File: config.mk
export PLATFORM = sky130hd
export DESIGN_NAME = vms_mode_seq
export DESIGN_NICKNAME = d
export VERILOG_FILES = /design/src/pkg/vms_pkg.sv /design/src/hw/vms_mode_seq.sv /design/src/hw/vms_edge_det.sv
export VERILOG_INCLUDE_DIRS = /design/src /design/src/pkg
export SDC_FILE = /design/constraint.sdc
export NUM_CORES = 1
export LEC_CHECK = 0
export BUFFER_PORTS_ARGS = -buffer_cell sky130_fd_sc_hd__buf_2
export CORE_AREA = 2 2 39 41
export CTS_CLUSTER_DIAMETER = 50
export DETAILED_ROUTE_END_ITERATION = 16
export DIE_AREA = 0 0 41 43
export SETUP_SLACK_MARGIN = 0.15
export SLEW_MARGIN = 5
export SYNTH_ARGS = -nofsm -noshare
export SYNTH_HDL_FRONTEND = slang
export SYNTH_SLANG_ARGS = --single-unit
File: constraint.sdc
create_clock -name clk -period 2.86 [get_ports clk]
set_input_delay 0.286 -clock clk [delete_from_list [all_inputs] [get_ports clk]]
set_output_delay 0.286 -clock clk [all_outputs]
set_load 0.01 [all_outputs]
File: src/pkg/vms_consts.svh
// What this block does
// - Any reset source forces reset mode
// - Reset mode: registers cleared, clock runs
// - Reset mode: outputs at reset levels, inputs ignored
// - Leave reset only when all sources released
// - Wait mode returns to run on activity
// - Stop mode returns to run on activity
// - Wait entry: select clear plus wait
// - Stop entry: select set plus wait/stop
// - Stop exit raises top-priority non-maskable wakeup
// - Wait wakeup preserves controller registers; stop wakeup sets the wakeup interrupt and vector
`ifndef VMS_CONSTS_SVH
`define VMS_CONSTS_SVH
// ----------------------------------------
// Reset sources and vector codes
// ----------------------------------------
`define VMS_NUM_RST_SRC 4
`define VMS_VEC_NONE 4'h0
`define VMS_VEC_WAKEUP 4'h8
`define VMS_MODE_RST_VAL 2'h0
`endif

File: src/pkg/vms_pkg.sv
package vms_pkg;
  // Operating modes with binary codes written out
  typedef enum logic [1:0] {
    VMS_RESET = 2'b00,
    VMS_RUN = 2'b01,
    VMS_WAIT = 2'b10,
    VMS_STOP = 2'b11
  } vms_mode_e;
endpackage

File: src/hw/vms_mode_seq.sv
`include "vms_consts.svh"
module vms_mode_seq (
  // Clock and reset
  input wire logic clk,
  input wire logic arst_n,
  // Reset sources from chip reset logic, active high
  input wire logic [`VMS_NUM_RST_SRC-1:0] rst_src,
  // CPU side
  input wire logic stop_on_wait_select,
  input wire logic cpu_wait_exec,
  input wire logic cpu_stop_exec,
  input wire logic cpu_running,
  // Link side, received line from transceiver (active level high)
  input wire logic link_rx,
  // Status outputs
  output vms_pkg::vms_mode_e mode,
  output logic ctrl_clk_en,
  output logic link_drive_en,
  output logic rx_valid_en,
  output logic module_reset,
  output logic nmi_req,
  output logic [3:0] interrupt_state_vector
);
  import vms_pkg::*;

  // ----------------------------------------
  // Activity sensing
  // ----------------------------------------
  logic rx_gated; // Line is ignored while in reset mode
  logic act_pulse; // One-cycle passive-to-active pulse
  logic any_rst; // Some reset source is asserted
  // Reset sources are OR-ed as levels; no source has priority over another
  assign any_rst = |rst_src;
  // Gating the line in reset also keeps the edge detector history low, so a line
  // still high in the first run cycle shows up there as a rise
  assign rx_gated = link_rx & (mode != VMS_RESET);

  vms_edge_det u_edge (
    .clk(clk),
    .arst_n(arst_n),
    .line(rx_gated),
    .rise(act_pulse)
  );

  // ----------------------------------------
  // Mode state machine
  // ----------------------------------------
  vms_mode_e mode_q, mode_d; // Current mode
  logic nmi_q, nmi_d; // Wakeup interrupt, held until a reset source clears it
  logic [3:0] vec_q, vec_d; // Interrupt state vector
  logic stab_q, stab_d; // Clocks stable after stop exit
  logic rst_q, rst_d; // Module reset output
  logic clk_en_q, clk_en_d; // Internal clock enable
  logic drv_q, drv_d; // May drive the link
  logic rxv_q, rxv_d; // Receive results trustworthy

  // Next-state logic; the enum can only hold the four legal modes
  always_comb begin
    mode_d = mode_q;
    nmi_d = nmi_q;
    vec_d = vec_q;
    stab_d = stab_q;
    if (any_rst) begin
      mode_d = VMS_RESET;
      nmi_d = 1'b0;
      vec_d = `VMS_VEC_NONE;
      stab_d = 1'b1;
    end else begin
      case (mode_q)
        VMS_RESET: begin
          mode_d = VMS_RUN;
        end
        VMS_RUN: begin
          // Software must have ended any transmission before this point
          if (stop_on_wait_select && (cpu_wait_exec || cpu_stop_exec)) begin
            mode_d = VMS_STOP;
          end else if (!stop_on_wait_select && cpu_wait_exec) begin
            mode_d = VMS_WAIT;
          end
          // Stop on a clear select is not a listed transition
          if (!stab_q && cpu_running) begin
            stab_d = 1'b1;
          end
        end
        VMS_WAIT: begin
          if (act_pulse) begin
            mode_d = VMS_RUN;
          end
        end
        VMS_STOP: begin
          if (act_pulse) begin
            mode_d = VMS_RUN;
            nmi_d = 1'b1;
            vec_d = `VMS_VEC_WAKEUP;
            stab_d = 1'b0;
          end
        end
        default: begin
          mode_d = VMS_RESET;
        end
      endcase
    end
    // Output levels derived from the next mode; vector and flags untouched
    rst_d = (mode_d == VMS_RESET);
    clk_en_d = (mode_d != VMS_STOP);
    drv_d = (mode_d == VMS_RUN);
    rxv_d = (mode_d == VMS_RUN) && stab_d;
  end

  // Register stage; module reset output defaults asserted
  always_ff @(posedge clk or negedge arst_n) begin
    if (!arst_n) begin
      mode_q <= VMS_RESET;
      nmi_q <= 1'b0;
      vec_q <= `VMS_VEC_NONE;
      stab_q <= 1'b1;
      rst_q <= 1'b1;
      clk_en_q <= 1'b1;
      drv_q <= 1'b0;
      rxv_q <= 1'b0;
    end else begin
      mode_q <= mode_d;
      nmi_q <= nmi_d;
      vec_q <= vec_d;
      stab_q <= stab_d;
      rst_q <= rst_d;
      clk_en_q <= clk_en_d;
      drv_q <= drv_d;
      rxv_q <= rxv_d;
    end
  end

  // ----------------------------------------
  // Outputs, each straight from its register
  // ----------------------------------------
  // Registering outputs from the next-mode decode keeps them in step with mode
  // and gives the CPU side glitch-free levels
  assign mode = mode_q;
  assign nmi_req = nmi_q;
  assign interrupt_state_vector = vec_q;
  assign module_reset = rst_q;
  assign ctrl_clk_en = clk_en_q;
  assign link_drive_en = drv_q;
  assign rx_valid_en = rxv_q;
endmodule // vms_mode_seq

File: src/hw/vms_edge_det.sv
`include "vms_consts.svh"
// Rising-edge detector on the reset-gated link line; passive-to-active marks activity
module vms_edge_det (
  // Clock and reset
  input wire logic clk,
  input wire logic arst_n,
  // Line and pulse
  input wire logic line,
  output logic rise
);
  logic prev_q; // Last sampled line level
  logic prev_d;
  always_comb begin
    prev_d = line;
  end
  always_ff @(posedge clk or negedge arst_n) begin
    if (!arst_n) begin
      prev_q <= 1'b0;
    end else begin
      prev_q <= prev_d;
    end
  end
  assign rise = line & ~prev_q;
endmodule // vms_edge_det

==> flow_summary.json <==
{
  "p_total_w": 0.0002473,
  "yosysMostFrequentCell": "dfrtp_1",
  "grt_pass1_wl_mm": 1.283,
  "cp_cell_sequence": "buf_2",
  "start_kind": "flop",
  "placeableCoreArea_mm2": 0.001384,
  "cp_top_family": "flip-flops",
  "core.rowCount": 14,
  "die_area_mm2": 0.001763,
  "antennaDiodeCount": 0,
  "place.gp.congestion": 0.7676,
  "die_w_um": 41,
  "hold_viol": 0,
  "wl_per_cell_um": 10.82,
  "critPathCaptureType": "output pin",
  "peakVddDrop_v": 0.0002103,
  "crit_type": "reg -> out",
  "portBuffers": 18,
  "syn_avg_cell_area_um2": 11.71,
  "power.leakage_nw": 0.2495,
  "ant_nets": 0,
  "area_delta_synth_final_pct": 29.38,
  "grt.overflow.total": 0,
  "setup-violations-final": 0,
  "yosysUniqueCellTypes": 21,
  "start_util": 0.3047,
  "finClkSkew_ns": 0.001147,
  "drcViolationCount": 0,
  "worstSkewPairLatency_ns": 0.25,
  "synthesis.area_um2": 421.7,
  "tns_ns": 0,
  "hp-class": "in -> reg",
  "ys_warn_count": 0,
  "synth_cells": 36,
  "cts_buffer_depth": 2,
  "synth_seq_area_share": 0.5430,
  "dpl-instance-area_um2": 509.2,
  "dr.pass1.iters": 2,
  "cts_root_buffer": "clkbuf_4",
  "synth_commonest_cells": "dfrtp_1, buf_4, dfstp_2",
  "drive_gt1_frac": 0.4912,
  "maxSlewViolCount": 0,
  "cts_htree_levels": 1,
  "min_period_ns": 1.200,
  "crit_buf_inv": 1,
  "grt_start_max_net_pins": 10,
  "synth_area_leaders": "dfrtp_1, dfstp_2, buf_4",
  "rsz0062_at_grt": "no",
  "cts_buffers": 3,
  "synth_top_area_share": 0.3561,
  "routed_via_density": 4.712,
  "drt-initial-drc-count": 5,
  "cp.arrival_ns": 0.91,
  "grt_pass1_vias": 292,
  "vias": 344,
  "fin_area_um2": 545.5,
  "crit_path_max_incr_delay_ns": 0.48,
  "synth-seq-cells": 9,
  "cts_sinks": 9,
  "maxCapViolations": 0,
  "fmax_ghz": 0.8332,
  "antenna_found_initial": 0,
  "cp_data_required_time_ns": 2.57,
  "finalNetCount": 69,
  "synthArstFlopShare": 1.000,
  "yosysTopAreaCell": "dfrtp_1",
  "cpMaxStageDelayCell": "dfrtp_1",
  "crit_fanout": 8,
  "status": "completed",
  "synth-edff-count": 0,
  "fill_cells": 138,
  "clk_pin_slew_worst_paths_ns": 0.06,
  "ctsResizeCount": 0,
  "cts_tree": "built",
  "p_per_area_mw_per_mm2": 453.3,
  "grt_util_all_layers": 0.1189,
  "period_share": 0.4197,
  "ys.flop_type": "dfrtp_1",
  "die_height_um": 43,
  "wl_um": 790,
  "boundaryPins": 22
}
[state kept, by name, summed over array words and instances, names as in the netlist]
register and cells:
u_edge.prev_q 1, ctrl_clk_en 1, link_drive_en 1, rx_valid_en 1, mode 2, module_reset 1, stab_q 1, interrupt_state_vector 1
[worst paths after layout]
kind	endpoint	cells after the start	slack (ns)	start
max reg2reg	link_drive_en$_DFF_PN0_	3	1.66	mode[0]$_DFF_PN0_
max in group asynchronous	ctrl_clk_en$_DFF_PN1_	2	2.22	arst_n
max	mode[1]	1	1.66	mode[1]$_DFF_PN0_
min	stab_q$_DFF_PN1_	3	0.26	rst_src[2]
min in group asynchronous	link_drive_en$_DFF_PN0_	2	0.40	arst_n
min reg2reg	interrupt_state_vector[3]$_DFFE_PN0P_	2	0.55	interrupt_state_vector[3]$_DFFE_PN0P_
[per-stage QoR]
step | util | worst slack, ns | hold slack [ns] | cells
finish | 0.3942 | 1.660 | 0.2574 | 73
global route | 0.3942 | 1.517 | 0.2435 | 73
CTS | 0.3942 | 1.660 | 0.2477 | 73
detailed placement | 0.3680 | 1.657 | 0.1445 | 68
global placement | 0.3680 | 1.685 | 0.1407 | 68
floorplan | - | 1.797 | -0.009591 | 38
[cells by family (layout without fill, tap and decap cells)]
| group | after synthesis | after routing | share of synthesized area |
|---|---|---|---|
| simple gates | 10 | 10 | 0.1870 |
| compound gates | 9 | 9 | 0.1632 |
| flops | 9 | 9 | 0.5430 |
| buf+inv | 7 | 26 | 0.09792 |
| other cells | 1 | 3 | 0.008894 |
[per-layer routing]
| layer | global-route usage | routed length [um] | vias to the layer above |
|---|---|---|---|
| met5 | 0 | 0 | - |
| met4 | 0.1000 | 12 | 0 |
| met3 | 0.05236 | 94 | 2 |
| met2 | 0.1438 | 333 | 19 |
| met1 | 0.1538 | 350 | 161 |
| li1 | - | - | 162 |
[what timing repair did]
action | CTS | global route
hold buffers | 1 | 0
setup buffers | 0 | 0
endpoints found under the hold margin | 6 | 0
[placed cells by master, fill, tap and decap left out, drive strengths merged]
master	count
nor2	2
a211oi	1
a21oi	2
o211ai	1
dfrtp	6
conb	3
dfstp	3
nor4b	1
a41oi	1
o21a	2
a2bb2oi	1
inv	3
nor3	2
nand2	1
clkbuf	4
nand3b	1
dlygate4sd3	1
nor3b	1
nor4	2
a21boi	1
buf	18
[final cells by class]
class	count	area, um2	share of cell area
clock buffer	4	26.28	0.04817
inverter	3	11.26	0.02064
multi-input combinational	22	158.9	0.2913
sequential	9	229.0	0.4197
tap	16	20.02	0.03670
timing repair buffer	19	100.1	0.1835
[report_power, final]
group / internal (W) / switching (W)
Sequential: 0.000130 / 0.00000107
Combinational: 0.00000989 / 0.0000127
Clock: 0.0000535 / 0.0000405
(Power assumes the default switching activity.)
